===== src/shared/tch_map.svh =====
// Constants of the tachometer control core: offsets, switch positions, timing
`ifndef TCH_MAP_SVH
`define TCH_MAP_SVH

// Clock and timing
`define TCH_CLK_HZ        100000000
`define TCH_SAMPLE_MS     200
`define TCH_DEBOUNCE_MS   5
`define TCH_SAMPLE_CYC    (`TCH_SAMPLE_MS * (`TCH_CLK_HZ / 1000))
`define TCH_DEBOUNCE_CYC  (`TCH_DEBOUNCE_MS * (`TCH_CLK_HZ / 1000))
`define TCH_HZ_PER_CNT    (1000 / `TCH_SAMPLE_MS)
`define TCH_BOOT_WAIT     2'h3

// Register byte offsets
`define TCH_OFS_CFG       5'h00
`define TCH_OFS_CMP1      5'h04
`define TCH_OFS_CMP2      5'h08
`define TCH_OFS_STAT      5'h0C
`define TCH_OFS_MEAS      5'h10

// Configuration switch positions
`define TCH_SW_RATE       2
`define TCH_SW_OM_A       3
`define TCH_SW_OM_B       4
`define TCH_SW_AVG_A      5
`define TCH_SW_AVG_B      6
`define TCH_SW_POL        8

`endif


===== src/shared/tch_pkg.sv =====
// Types shared by the tachometer control core
package tch_pkg;

  // Operating state, gray along boot -> run -> function setting
  typedef enum logic [1:0] {
    TCH_ST_BOOT = 2'b00,
    TCH_ST_RUN  = 2'b01,
    TCH_ST_FUNC = 2'b11
  } tch_state_e;

  // Output mode, encoded as {switch 4, switch 3}
  typedef enum logic [1:0] {
    TCH_OM_HILO = 2'b00,
    TCH_OM_AREA = 2'b01,
    TCH_OM_HI   = 2'b10,
    TCH_OM_LO   = 2'b11
  } tch_omode_e;

  // Settings taken from the switches at power-up
  typedef struct packed {
    logic       rate_hi;
    tch_omode_e omode;
    logic [1:0] avg_log2;
    logic       pol_src;
  } tch_cfg_s;

endpackage : tch_pkg


===== src/shared/tch_meas_if.sv =====
// Link between the control core and its measurement engine
`timescale 1ns/1ps
interface tch_meas_if #(parameter int W = 24);
  logic         cnt_lvl;
  logic         low_rate;
  logic         clr;
  logic [1:0]   avg_log2;
  logic         valid;
  logic [W-1:0] value;

  modport ctl (output cnt_lvl, output low_rate, output clr, output avg_log2, input valid, input value);
  modport mt  (input cnt_lvl, input low_rate, input clr, input avg_log2, output valid, output value);
endinterface : tch_meas_if


===== src/verilog/tch_top.sv =====
// Tachometer control core: switch setup, run/function modes, hold, comparison output
// How it works
// - Switch 2 picks counting rate: off is 30 Hz, on is 10 kHz.
// - Switches 3 and 4 pick output mode: band, area, upper, lower limit.
// - Switches 5 and 6 pick averaging: none, 2, 4 or 8 samples.
// - Switch 8 picks sinking or sourcing inputs for all external inputs.
// - Switches are read once at power-up; later changes wait for power-on.
// - Function-setting mode keeps measuring and driving output with old settings.
// - Edited settings take effect only on returning to run mode.
// - A changed setting resets counter on return: values cleared, output off.
// - Hold freezes the displayed value and the control output; only a return with a changed setting clears them.
// - Hold indicator lights for external hold or the hold key.
// - Three separate hold terminals, each alone requests hold.
// - Key-protection indicator follows the key-protect switch.
// - Output indicator lights exactly while the control output is on.
// - Output follows comparison of measurement against limits per output mode.
// - Mode key steps between modes and setting items.
// - One result per averaging period: 200 ms times averaging count.
// - Low rate filters contact bounce on the count input.
//
// Register access over Avalon-MM and the address map were decided locally.
`timescale 1ns/1ps
`include "tch_map.svh"
module tch_top #(
  parameter int W            = 24,
  parameter int NUM_ITEMS    = 2,
  parameter int SAMPLE_CYC   = `TCH_SAMPLE_CYC,
  parameter int DEBOUNCE_CYC = `TCH_DEBOUNCE_CYC
) (
  // Clock and reset
  input  wire logic        mclk,
  input  wire logic        rst_b,
  // Avalon-MM slave
  input  wire logic [4:0]  avs_address,
  input  wire logic        avs_read,
  input  wire logic        avs_write,
  input  wire logic [31:0] avs_writedata,
  input  wire logic [3:0]  avs_byteenable,
  output logic      [31:0] avs_readdata,
  output logic             avs_waitrequest,
  // Field inputs
  input  wire logic        count_in,
  input  wire logic [2:0]  hold_in,
  // Front panel
  input  wire logic        hold_key,
  input  wire logic        mode_key,
  input  wire logic        kprot_sw,
  input  wire logic [8:1]  dip_sw,
  // Output and indicators
  output logic             ctrl_out,
  output logic             ind_hold,
  output logic             ind_kprot,
  output logic             ind_out
);
  import tch_pkg::*;

  localparam int NP = 15;

  typedef struct packed {
    tch_state_e   state;
    logic [1:0]   item;
    logic [1:0]   boot;
    tch_cfg_s     cfg;
    logic [W-1:0] cmp1_act;
    logic [W-1:0] cmp2_act;
    logic [W-1:0] cmp1_ed;
    logic [W-1:0] cmp2_ed;
    logic         changed;
    logic         mode_prev;
    logic [W-1:0] disp;
    logic         out;
    logic         ack;
    logic [31:0]  rdata;
  } tch_top_s;

  tch_top_s     r_ff;
  tch_top_s     nxt_r;
  logic         rst_n;
  logic [NP-1:0] pin_s;
  logic [8:1]   dip_s;
  logic [2:0]   hold_s;
  logic         cnt_s;
  logic         hkey_s;
  logic         mode_s;
  logic         kprot_s;
  logic         running;
  logic         ext_hold;
  logic         hold_act;
  logic         mode_rise;
  logic         ret;
  logic         ret_clr;
  logic         bus_req;
  logic [31:0]  rd_mux;
  tch_cfg_s     dip_cfg;

  tch_meas_if #(.W(W)) mif ();

  // Reset release through two flops, asserted at once
  tch_sync #(.W(1)) u_rst (
    .clk   (mclk),
    .rst_b (rst_b),
    .d     (1'b1),
    .q     (rst_n)
  );

  // Every pin is asynchronous to mclk
  tch_sync #(.W(NP)) u_pins (
    .clk   (mclk),
    .rst_b (rst_n),
    .d     ({dip_sw, kprot_sw, mode_key, hold_key, hold_in, count_in}),
    .q     (pin_s)
  );

  tch_meas #(.W(W), .SAMPLE_CYC(SAMPLE_CYC), .DEBOUNCE_CYC(DEBOUNCE_CYC)) u_meas (
    .mclk  (mclk),
    .rst_n (rst_n),
    .m     (mif.mt)
  );

  // Unpack synchronised pins
  assign cnt_s   = pin_s[0];
  assign hold_s  = pin_s[3:1];
  assign hkey_s  = pin_s[4];
  assign mode_s  = pin_s[5];
  assign kprot_s = pin_s[6];
  assign dip_s   = pin_s[14:7];

  // Switch decode; positions 1 and 7 are never looked at
  assign dip_cfg.rate_hi  = dip_s[`TCH_SW_RATE];
  assign dip_cfg.omode    = tch_omode_e'({dip_s[`TCH_SW_OM_B], dip_s[`TCH_SW_OM_A]});
  assign dip_cfg.avg_log2 = {dip_s[`TCH_SW_AVG_B], dip_s[`TCH_SW_AVG_A]};
  assign dip_cfg.pol_src  = dip_s[`TCH_SW_POL];

  // Polarity applies to all external inputs; hold terminals, hold key and count input act only once setup is read
  assign running  = (r_ff.state != TCH_ST_BOOT);
  assign ext_hold = running && (|(hold_s ^ {3{~r_ff.cfg.pol_src}}));
  assign hold_act = ext_hold || (running && hkey_s);

  // Mode key stepping and the return to run mode
  assign mode_rise = mode_s && !r_ff.mode_prev;
  assign ret       = (r_ff.state == TCH_ST_FUNC) && mode_rise && (r_ff.item == 2'(NUM_ITEMS - 1));
  assign ret_clr   = ret && r_ff.changed;

  // Measurement engine steering
  assign mif.cnt_lvl  = running && (cnt_s ^ ~r_ff.cfg.pol_src);
  assign mif.low_rate = ~r_ff.cfg.rate_hi;
  assign mif.avg_log2 = r_ff.cfg.avg_log2;
  assign mif.clr      = ret_clr;

  // Bus answers one cycle after the request appears
  assign bus_req = avs_read || avs_write;

  // Comparison against the active limits; value 1 is upper (lower in lower-limit mode), value 2 lower
  function automatic logic cmp_out(tch_omode_e om, logic [W-1:0] v, logic [W-1:0] c1, logic [W-1:0] c2);
    case (om)
      TCH_OM_HILO: cmp_out = (v >= c1) || (v <= c2);
      TCH_OM_AREA: cmp_out = (v <= c1) && (v >= c2);
      TCH_OM_HI:   cmp_out = (v >= c1);
      TCH_OM_LO:   cmp_out = (v <= c1);
      default:     cmp_out = 1'b0;
    endcase
  endfunction : cmp_out

  // Byte-lane merge of a write into a limit
  function automatic logic [W-1:0] merge(logic [W-1:0] old, logic [31:0] wd, logic [3:0] be);
    merge = old;
    for (int i = 0; i < W; i++) begin
      if (be[i / 8]) begin
        merge[i] = wd[i];
      end
    end
  endfunction : merge

  // Read mux; unmapped offsets read zero
  always_comb begin
    case (avs_address)
      `TCH_OFS_CFG:  rd_mux = 32'(r_ff.cfg);
      `TCH_OFS_CMP1: rd_mux = 32'((r_ff.state == TCH_ST_FUNC) ? r_ff.cmp1_ed : r_ff.cmp1_act);
      `TCH_OFS_CMP2: rd_mux = 32'((r_ff.state == TCH_ST_FUNC) ? r_ff.cmp2_ed : r_ff.cmp2_act);
      `TCH_OFS_STAT: rd_mux = 32'({kprot_s, hold_act, r_ff.out, r_ff.changed, r_ff.item, r_ff.state});
      `TCH_OFS_MEAS: rd_mux = 32'(r_ff.disp);
      default:       rd_mux = 32'h00000000;
    endcase
  end

  // Next state of the whole core
  always_comb begin
    nxt_r           = r_ff;
    nxt_r.mode_prev = mode_s;
    nxt_r.ack       = bus_req && !r_ff.ack;
    if (bus_req && !r_ff.ack) begin
      nxt_r.rdata = rd_mux;
    end
    case (r_ff.state)
      TCH_ST_BOOT: begin
        // Wait until the pin synchroniser holds real values, then latch once
        nxt_r.boot = r_ff.boot + 2'h1;
        if (r_ff.boot == `TCH_BOOT_WAIT) begin
          nxt_r.cfg   = dip_cfg;
          nxt_r.state = TCH_ST_RUN;
        end
      end
      TCH_ST_RUN: begin
        if (mode_rise) begin
          nxt_r.state   = TCH_ST_FUNC;
          nxt_r.item    = 2'h0;
          nxt_r.cmp1_ed = r_ff.cmp1_act;
          nxt_r.cmp2_ed = r_ff.cmp2_act;
          nxt_r.changed = 1'b0;
        end
      end
      TCH_ST_FUNC: begin
        if (mode_rise && !ret) begin
          nxt_r.item = r_ff.item + 2'h1;
        end
      end
      default: nxt_r.state = TCH_ST_BOOT;
    endcase
    // Edits land in the shadow copies only; a write racing the return is dropped
    if (r_ff.ack && avs_write && (r_ff.state == TCH_ST_FUNC) && !ret) begin
      if (avs_address == `TCH_OFS_CMP1) begin
        nxt_r.cmp1_ed = merge(r_ff.cmp1_ed, avs_writedata, avs_byteenable);
      end
      if (avs_address == `TCH_OFS_CMP2) begin
        nxt_r.cmp2_ed = merge(r_ff.cmp2_ed, avs_writedata, avs_byteenable);
      end
      if ((nxt_r.cmp1_ed != r_ff.cmp1_ed) || (nxt_r.cmp2_ed != r_ff.cmp2_ed)) begin
        nxt_r.changed = 1'b1;
      end
    end
    // New result updates display and output unless held, in either mode
    if (mif.valid && !hold_act) begin
      nxt_r.disp = mif.value;
      nxt_r.out  = cmp_out(r_ff.cfg.omode, mif.value, r_ff.cmp1_act, r_ff.cmp2_act);
    end
    // Return applies edits; a change restarts the counter and drops the output
    if (ret) begin
      nxt_r.state    = TCH_ST_RUN;
      nxt_r.cmp1_act = r_ff.cmp1_ed;
      nxt_r.cmp2_act = r_ff.cmp2_ed;
    end
    if (ret_clr) begin
      nxt_r.disp = '0;
      nxt_r.out  = 1'b0;
    end
  end

  always_ff @(posedge mclk or negedge rst_n) begin
    if (!rst_n) begin
      r_ff <= '0;
    end else begin
      r_ff <= nxt_r;
    end
  end

  // Outputs
  assign avs_readdata    = r_ff.rdata;
  assign avs_waitrequest = bus_req && !r_ff.ack;
  assign ctrl_out        = r_ff.out;
  assign ind_out         = r_ff.out;
  assign ind_hold        = hold_act;
  assign ind_kprot       = kprot_s;
endmodule : tch_top


===== src/verilog/tch_sync.sv =====
// Two-flop synchroniser for a vector of independent levels
`timescale 1ns/1ps
module tch_sync #(
  parameter int W = 1
) (
  // Clock and reset
  input  wire logic         clk,
  input  wire logic         rst_b,
  // Levels
  input  wire logic [W-1:0] d,
  output wire logic [W-1:0] q
);
  typedef struct packed {
    logic [W-1:0] s2;
    logic [W-1:0] s1;
  } tch_sync_s;

  tch_sync_s r_ff;
  tch_sync_s nxt_r;

  // First stage feeds only the second stage
  always_comb begin
    nxt_r.s1 = d;
    nxt_r.s2 = r_ff.s1;
  end

  always_ff @(posedge clk or negedge rst_b) begin
    if (!rst_b) begin
      r_ff <= '0;
    end else begin
      r_ff <= nxt_r;
    end
  end

  assign q = r_ff.s2;
endmodule : tch_sync


===== src/verilog/tch_meas.sv =====
// Measurement engine: debounce, 200 ms pulse windows, simple averaging
`timescale 1ns/1ps
`include "tch_map.svh"
module tch_meas #(
  parameter int W            = 24,
  parameter int SAMPLE_CYC   = `TCH_SAMPLE_CYC,
  parameter int DEBOUNCE_CYC = `TCH_DEBOUNCE_CYC
) (
  // Clock and reset
  input  wire logic mclk,
  input  wire logic rst_n,
  // Link to the control core
  tch_meas_if.mt    m
);
  import tch_pkg::*;

  localparam int WW = $clog2(SAMPLE_CYC + 1);
  localparam int DW = $clog2(DEBOUNCE_CYC + 1);

  typedef struct packed {
    logic         db_lvl;
    logic [DW-1:0] db_cnt;
    logic         prev;
    logic [WW-1:0] win;
    logic [W-1:0] pcnt;
    logic [W+2:0] acc;
    logic [2:0]   nsamp;
    logic         valid;
    logic [W-1:0] value;
  } tch_meas_s;

  tch_meas_s    r_ff;
  tch_meas_s    nxt_r;
  logic [W-1:0] sample;
  logic [W+2:0] sum;

  // Rate of one window in Hz and the running sum including it
  assign sample = W'(r_ff.pcnt * W'(`TCH_HZ_PER_CNT));
  assign sum    = r_ff.acc + (W+3)'(sample);

  always_comb begin
    nxt_r       = r_ff;
    nxt_r.valid = 1'b0;
    // Contacts bounce, so at the low rate a level must stand for the whole filter time
    if (!m.low_rate) begin
      nxt_r.db_lvl = m.cnt_lvl;
      nxt_r.db_cnt = '0;
    end else if (m.cnt_lvl == r_ff.db_lvl) begin
      nxt_r.db_cnt = '0;
    end else if (r_ff.db_cnt == DW'(DEBOUNCE_CYC - 1)) begin
      nxt_r.db_lvl = m.cnt_lvl;
      nxt_r.db_cnt = '0;
    end else begin
      nxt_r.db_cnt = r_ff.db_cnt + DW'(1);
    end
    // Count rising edges of the filtered level
    nxt_r.prev = r_ff.db_lvl;
    if (r_ff.db_lvl && !r_ff.prev) begin
      nxt_r.pcnt = r_ff.pcnt + W'(1);
    end
    // Window end: fold the sample into the average
    if (r_ff.win == WW'(SAMPLE_CYC - 1)) begin
      nxt_r.win  = '0;
      nxt_r.pcnt = W'(r_ff.db_lvl && !r_ff.prev);
      if (r_ff.nsamp == 3'((1 << m.avg_log2) - 1)) begin
        nxt_r.value = W'(sum >> m.avg_log2);
        nxt_r.valid = 1'b1;
        nxt_r.acc   = '0;
        nxt_r.nsamp = '0;
      end else begin
        nxt_r.acc   = sum;
        nxt_r.nsamp = r_ff.nsamp + 3'h1;
      end
    end else begin
      nxt_r.win = r_ff.win + WW'(1);
    end
    // Counter reset drops every partial measurement
    if (m.clr) begin
      nxt_r.win   = '0;
      nxt_r.pcnt  = '0;
      nxt_r.acc   = '0;
      nxt_r.nsamp = '0;
      nxt_r.value = '0;
      nxt_r.valid = 1'b0;
    end
  end

  always_ff @(posedge mclk or negedge rst_n) begin
    if (!rst_n) begin
      r_ff <= '0;
    end else begin
      r_ff <= nxt_r;
    end
  end

  assign m.valid = r_ff.valid;
  assign m.value = r_ff.value;
endmodule : tch_meas


===== config.mk =====
export PLATFORM = sky130hd
export DESIGN_NAME = tch_top
export DESIGN_NICKNAME = d
export VERILOG_FILES = /design/src/shared/tch_pkg.sv /design/src/shared/tch_meas_if.sv /design/src/verilog/tch_top.sv /design/src/verilog/tch_sync.sv /design/src/verilog/tch_meas.sv
export VERILOG_INCLUDE_DIRS = /design/src /design/src/shared
export SDC_FILE = /design/constraint.sdc
export NUM_CORES = 1
export LEC_CHECK = 0
export ABC_CLOCK_PERIOD_IN_PS = 10700
export BUFFER_PORTS_ARGS = -buffer_cell sky130_fd_sc_hd__buf_2
export CORE_MARGIN = 2
export CORE_UTILIZATION = 31
export CTS_CLUSTER_SIZE = 40
export DETAILED_ROUTE_END_ITERATION = 7
export PLACE_DENSITY = 0.5
export SKIP_CTS_REPAIR_TIMING = 1
export SLEW_MARGIN = 20
export SYNTH_ARGS = -nofsm -noshare
export SYNTH_HDL_FRONTEND = slang
export SYNTH_SLANG_ARGS = --single-unit

===== constraint.sdc =====
create_clock -name mclk -period 10.7 [get_ports mclk]
set_clock_uncertainty 0.15 [all_clocks]
set_input_delay 0.535 -clock mclk [delete_from_list [all_inputs] [get_ports mclk]]
set_output_delay 0.535 -clock mclk [all_outputs]
set_load 0.01 [all_outputs]

==> flow_metrics.tcl, run 1 <==
set metrics [dict create \
    status "finished, final reports clean" \
    drtIter0Drc 1408 \
    clock-sinks 313 \
    power.density_mw_per_mm2 217 \
    synth_ff_type "dfrtp_1" \
    final_common_cell "dfrtp_1" \
    finalCritPeriodShare_pct 50.5 \
    synth_area_leader_cell "dfrtp_1" \
    yosys.area.top_type_share_pct 40.9 \
    cp_slowest_cell "o41ai_1" \
    antenna_found_initial 0 \
    power.internal_mw 2.82 \
    wl_mm 60.3 \
    drc_errors 0 \
    fill_cells 6249 \
    drt-wirelength-per-cell_microns 20.3 \
    ys_seq_area_share_pct 40.9 \
    grt_setup_unrepaired "no" \
    combPwrFrac_pct 32.2 \
    firstDrtPassIters 5 \
    cts-root-buf "clkbuf_16" \
    finalSetupViolCount 0 \
    finalMaxSlewViolations 0 \
    cts_max_level 2 \
    io_pins 97 \
    synth-edff-count 0 \
    detail-route-antenna-nets 0 \
    worstPathMaxFanout 6 \
    clk_pin_slew_ns 0.06 \
    area_growth_pct 12.5 \
    place_area_sq_mm 0.0201 \
    core_sq_mm 0.0614 \
    p_seq_share_pct 38.9 \
    die_h_microns 253 \
    grt_first_pass_wirelength_mm 94.0 \
    seq_area_sq_mm 0.00784 \
    synth_area_sq_mm 0.0191 \
    cts_tree "built" \
    synthTopCellsByArea "dfrtp_1, ha_1, nor2_1" \
    hpwlAfterDp_mm 43.4 \
    grt_pass1_vias 16100 \
    min_period_ns 5.40 \
    cts-buffers-inserted 39 \
    numPortBuffers 77 \
    gr-total-overflow 0 \
    cp-end-kind "flip-flop" \
    crit_top_cell "ha_1" \
    path_cells "ha_1 > ha_1 > inv_1 > fa_1 > nor2b_1 > o31a_1 > o21ai_0 > a31oi_1 > o41ai_1 > o2111ai_1 > xor2_1 > ha_1 > a21oi_1 > o21ai_0 > o41a_1 > o211ai_1 > xor2_1 > a41oi_1 > o211a_1" \
    fin_area_sq_mm 0.0215 \
    worst_pin_slew_ns 1.14 \
    syn_inst 2129 \
    ys_ff_latch 313 \
    hold_viol 0 \
    swShare_pct 39.5 \
    clk_latency_ns 0.57 \
    diodes 0 \
    hold_class "input pin to asynchronous set/reset pin" \
    vias 16300 \
    power_frac_clock_pct 28.9 \
    max_freq_mhz 185 \
    cp_data_required_time_ns 11.00 \
    drv_cap 0 \
    crit_path_max_incr_delay_ns 0.50 \
    path_class "flip-flop to flip-flop" \
    setup_tns_ns 0 \
    mostFrequentLayoutCells "dfrtp_1, nor2_1, nand2_1" \
    multi_input_area_sq_mm 0.0104 \
    critPathLaunchType "flip-flop" \
    routabilityCongestion 0.917 \
    max_slew_margin_pct 22.0 \
    syn_area_per_cell_sq_um 8.99 \
    nNetsFinal 2338 \
    rows 91 \
    ys_types 82 \
    vias_per_cell 5.49 \
    clock_path_buffers 3 \
    die_area_sq_mm 0.0638 \
    drive_gt1_share_pct 8.67 \
    ys_async_sr_fraction_pct 100 \
    peakVddDrop_mv 0.127 \
    track_usage_pct 18.8 \
    p_leak_nw 9.79 \
    grt_max_degree 125 \
    yosys_warnings 0 \
    arrival_ns 5.70 \
    p_switching_mw 1.84 \
    die_x_microns 253 \
    initial_core_util_pct 31.2 \
]
-- cell usage after synthesis, types with 5 or more instances --
cell type / number
dfrtp_1: 313
nor2_1: 237
nand2_1: 231
o21ai_0: 146
ha_1: 120
inv_1: 93
a21oi_1: 86
clkbuf_1: 74
xor2_1: 70
o22ai_1: 68
xnor2_1: 67
nand3_1: 56
a221oi_1: 50
a22o_1: 45
nand4_1: 37
buf_4: 34
a21o_1: 31
nor3_1: 28
a31oi_1: 19
and3_1: 18
nor2b_1: 18
mux2i_1: 16
and2_1: 15
o21a_1: 15
o221ai_1: 15
a211oi_1: 13
a221o_1: 12
buf_2: 12
o211ai_1: 12
or3_1: 12
o31ai_1: 11
a32oi_1: 9
mux2_2: 9
nand2b_1: 9
nor4_1: 9
a32o_1: 8
buf_1: 8
o21bai_1: 8
a211o_1: 7
a22oi_1: 7
a21boi_0: 6
o2111ai_1: 5
-- metal layers --
layer / vias to the layer above / routed length (microns) / GRT usage (%)
met5: - / 0 / 0
met4: 0 / 1760 / 6.17
met3: 93 / 2850 / 2.30
met2: 407 / 28900 / 31.9
met1: 8029 / 26800 / 24.7
li1: 7780 / - / -
-- registers in the layout, summed over array words and instances (netlist names), 2 cells and up --
register	count
r_ff	133
u_meas.r_ff	99
avs_readdata	24
u_meas.m.value	24
u_pins.nxt_r	13
u_pins.q	13
mif.avg_log2	2
-- kinds of logic (layout without fill, tap and decap cells) --
family                     count (synthesis)  after routing  synth area share, %
other                                      2              9               0.0392
AOI/OAI and AO/OA                        608            608                 21.7
buffers and inverters                    223            268                 5.12
muxes                                     25             25                 1.37
xor gates and xnor gates                 137            137                 6.27
DFF                                      313            313                 40.9
and+or+nand+nor                          699            699                 16.6
adders and majority gates                122            122                 8.05
-- area by class of cell --
| class | count | area share, % |
|---|---|---|
| clock buffers | 61 | 5.52 |
| clock inverters | 5 | 0.436 |
| inverters | 94 | 1.64 |
| multi-input cells | 1600 | 48.3 |
| flip-flops and latches | 313 | 36.4 |
| well taps | 790 | 4.59 |
| repair buffers | 108 | 3.11 |
-- final timing paths --
check                                   from            endpoint  slack (ns)  depth (start not counted)
setup / recovery             u_meas.r_ff[56]  u_meas.m.value[23]        5.30                         19
hold / removal                         rst_b             u_rst.q        0.13                          2
setup reg to reg             u_meas.r_ff[56]  u_meas.m.value[23]        5.30                         19
hold reg to reg             u_pins.nxt_r[24]         u_pins.q[9]        0.19                          0
max in group asynchronous            u_rst.q           r_ff[104]        7.89                          2
min in group mclk          avs_writedata[21]            r_ff[81]        0.14                          3
-- critical path, delay by kind of cell (launching register included) --
kind | cells | cell delay (ns)
AOI/OAI and AO/OA | 11 | 3.00
xor gates and xnor gates | 2 | 0.41
adders and majority gates | 4 | 1.12
buffers and inverters | 1 | 0.07
DFF | 1 | 0.46
and+or+nand+nor | 1 | 0.07
-- metrics by stage --
stage / setup slack, ns / instances / hold slack (ns) / utilization (%) / power, mW
floorplan: 1.18 / 2136 / 0.0894 / - / 2.76
global placement: 5.39 / 2890 / 0.169 / 32.8 / 3.27
detailed placement: 5.33 / 2890 / 0.171 / 32.8 / 3.31
CTS: 5.28 / 2956 / -0.437 / 34.8 / 4.69
global route: 4.77 / 2971 / 0.138 / 35.1 / 4.96
finish: 5.30 / 2971 / 0.133 / 35.1 / 4.66
-- power groups by stage --
| stage | logic [mW] | registers, mW | clock network (mW) |
|---|---|---|---|
| floorplan | 1.05 | 1.70 | 0 |
| global placement | 1.45 | 1.81 | 0 |
| detailed placement | 1.48 | 1.82 | 0 |
| CTS | 1.49 | 1.80 | 1.39 |
| global route | 1.67 | 1.85 | 1.44 |
| finish | 1.50 | 1.81 | 1.35 |
Note: power is estimated with default switching activity, not from simulation.
==> run 2, diff against run 1 <==
- ABC_CLOCK_PERIOD_IN_PS: 10700 -> 4400
- PLACE_DENSITY: 0.5 -> 0.52
- clock period: 10.7 -> 4.4 ns (I/O delays scaled with it)
==> run 2 against run 1 <==
  * Highest routed layer unchanged
  * The flow now finishes with violations (negative setup slack)
  * Via count grew 4.5%
  * Global-route usage grew 0.65 points
  * Die area is the same
  * Core utilization grew 3.6 points
  * Flip-flop and latch count is the same
  * Worst hold slack lost 0.076 ns
  * Largest cell class unchanged
  * Register-to-register slack lost 5.5 ns
  * Cell area grew 10%
==> flow_metrics.tcl, run 2 (synthesis results as in run 1) <==
set metrics [dict create \
    p_seq_share_pct 37.1 \
    fin_area_sq_mm 0.0238 \
    cts_tree "built" \
    place_area_sq_mm 0.0213 \
    hold_viol 0 \
    grt_first_pass_wirelength_mm 97.0 \
    finalMaxSlewViolations 0 \
    nNetsFinal 2517 \
    drive_gt1_share_pct 19.4 \
    r2r_start "u_meas.r_ff[58]" \
    power_frac_clock_pct 28.7 \
    clock-sinks 313 \
    clock_path_buffers 3 \
    finalCritPeriodShare_pct 104 \
    die_x_microns 253 \
    area_growth_pct 24.2 \
    routabilityCongestion 0.943 \
    drv_cap 0 \
    worstPathMaxFanout 4 \
    clk_pin_slew_ns 0.06 \
    hpwlAfterDp_mm 45.6 \
    p_switching_mw 4.68 \
    grt_setup_unrepaired "yes" \
    die_h_microns 253 \
    antenna_found_initial 0 \
    drc_errors 0 \
    critPathLaunch "u_meas.r_ff[58]" \
    drtIter0Drc 1426 \
    vias 17000 \
    whs_ns 0.0572 \
    max_slew_margin_pct 26.7 \
    cts-buffers-inserted 39 \
    core_sq_mm 0.0614 \
    final_common_cell "dfrtp_1" \
    status "finished, violations left" \
    arrival_ns 4.86 \
    initial_core_util_pct 31.2 \
    wl_mm 62.6 \
    final_core_util_pct 38.7 \
    firstDrtPassIters 8 \
    io_pins 97 \
    power.density_mw_per_mm2 502 \
    combPwrFrac_pct 34.2 \
    min_period_ns 4.56 \
    finalSetupViolCount 13 \
    grt_max_degree 187 \
    grt_pass1_vias 16900 \
    fill_cells 6143 \
    peakVddDrop_mv 0.251 \
    cts_max_level 2 \
    vias_per_cell 5.40 \
    power.internal_mw 7.24 \
    gr-total-overflow 0 \
    hold_class "flip-flop to asynchronous set/reset pin" \
    drt-wirelength-per-cell_microns 19.9 \
    p_leak_nw 10.8 \
    numPortBuffers 77 \
    rows 91 \
    detail-route-antenna-nets 0 \
    top_register "r_ff" \
    max_freq_mhz 219 \
    track_usage_pct 19.4 \
    cts-root-buf "clkbuf_16" \
    critPathLaunchType "flip-flop" \
    swShare_pct 39.3 \
    cp-end-kind "flip-flop" \
    worst_slack_ns -0.160 \
    mostFrequentLayoutCells "dfrtp_1, nand2_1, nor2_1" \
    path_class "flip-flop to flip-flop" \
    worst_pin_slew_ns 1.09 \
    cp_data_required_time_ns 4.70 \
    clk_latency_ns 0.57 \
    violations "negative setup slack" \
    diodes 0 \
    top_regs "r_ff (133), u_meas.r_ff (99)" \
    largest_reg_flops 133 \
    die_area_sq_mm 0.0638 \
]
## run 2: cell count changes in the layout (fill, tap and decap cells not counted), moves of 8 or more
| cell | delta |
|---|---|
| ha_4 | +13 |
| a21oi_1 | -9 |
| a21oi_2 | +9 |
| nor2_2 | +8 |
| dlygate4sd3_1 | +25 |
| ha_1 | -19 |
| nor2_1 | -13 |
| o21ai_1 | +9 |
| buf_4 | +144 |
| o21ai_0 | -15 |
## run 2: area by class of cell
type                       instances  area [sq um]  share of cell area [%]
sequential                       313          7840                    33.0
inverter                          94           353                    1.48
timing repair buffer             287          2150                    9.03
tap                              790           988                    4.16
clock inverter                    17           238                    1.00
multi-input combinational       1600         11100                    46.7
clock buffer                      54          1110                    4.68
## run 2: path summary, 6_finish.rpt
kind / slack [ns] / to / cells after the start
setup / recovery: -0.16 / u_meas.m.value[23] / 19
setup reg to reg: -0.16 / u_meas.m.value[23] / 19
max in group asynchronous: 2.71 / r_ff[131] / 2
min in group mclk: 0.12 / r_ff[93] / 4
hold / removal: 0.06 / u_meas.r_ff[97] / 0
hold reg to reg: 0.06 / u_meas.r_ff[97] / 0
## run 2: power by group through the flow
stage,clock network (mW),logic [mW],registers [mW]
final,3.42,4.08,4.43
after global routing,3.62,4.51,4.50
after CTS,3.51,3.86,4.38
after detailed placement,0,3.83,4.42
after global placement,0,3.77,4.40
after floorplan,0,2.57,4.14
## run 2: through the flow
stage | setup slack, ns | TNS, ns | total power, mW | cells
after floorplan | 0.00369 | 0 | 6.71 | 2136
after global placement | -0.286 | -2.14 | 8.17 | 3033
after detailed placement | -0.355 | -3.49 | 8.25 | 3033
after CTS | -0.374 | -3.92 | 11.7 | 3104
after global routing | -0.403 | -5.86 | 12.6 | 3155
final | -0.160 | -0.959 | 11.9 | 3155
## run 2: per-layer routing
metal  track usage, %  routed length [microns]  share of wire, %  vias up
li1                 -                        -                 -     8098
met1             26.0                    28000                45     8401
met2             31.6                    29300                47      425
met3             2.30                     2860               4.6      118
met4             8.39                     2470               3.9        0
met5                0                        0                 0        -
## run 2: worst max-delay path: stages, from the launching register on
cell       delay, ns
dfrtp_2         0.44
ha_4            0.24
ha_4            0.16
inv_2           0.05
fa_2            0.20
nor2b_2         0.05
o31a_1          0.26
o21ai_2         0.21
a31oi_4         0.13
o41ai_4         0.33
o2111ai_2       0.23
xor2_2          0.22
ha_1            0.32
a21oi_2         0.16
o21ai_2         0.08
o41a_1          0.50
o211ai_1        0.28
xor2_1          0.17
a41oi_1         0.13
o211a_1         0.14
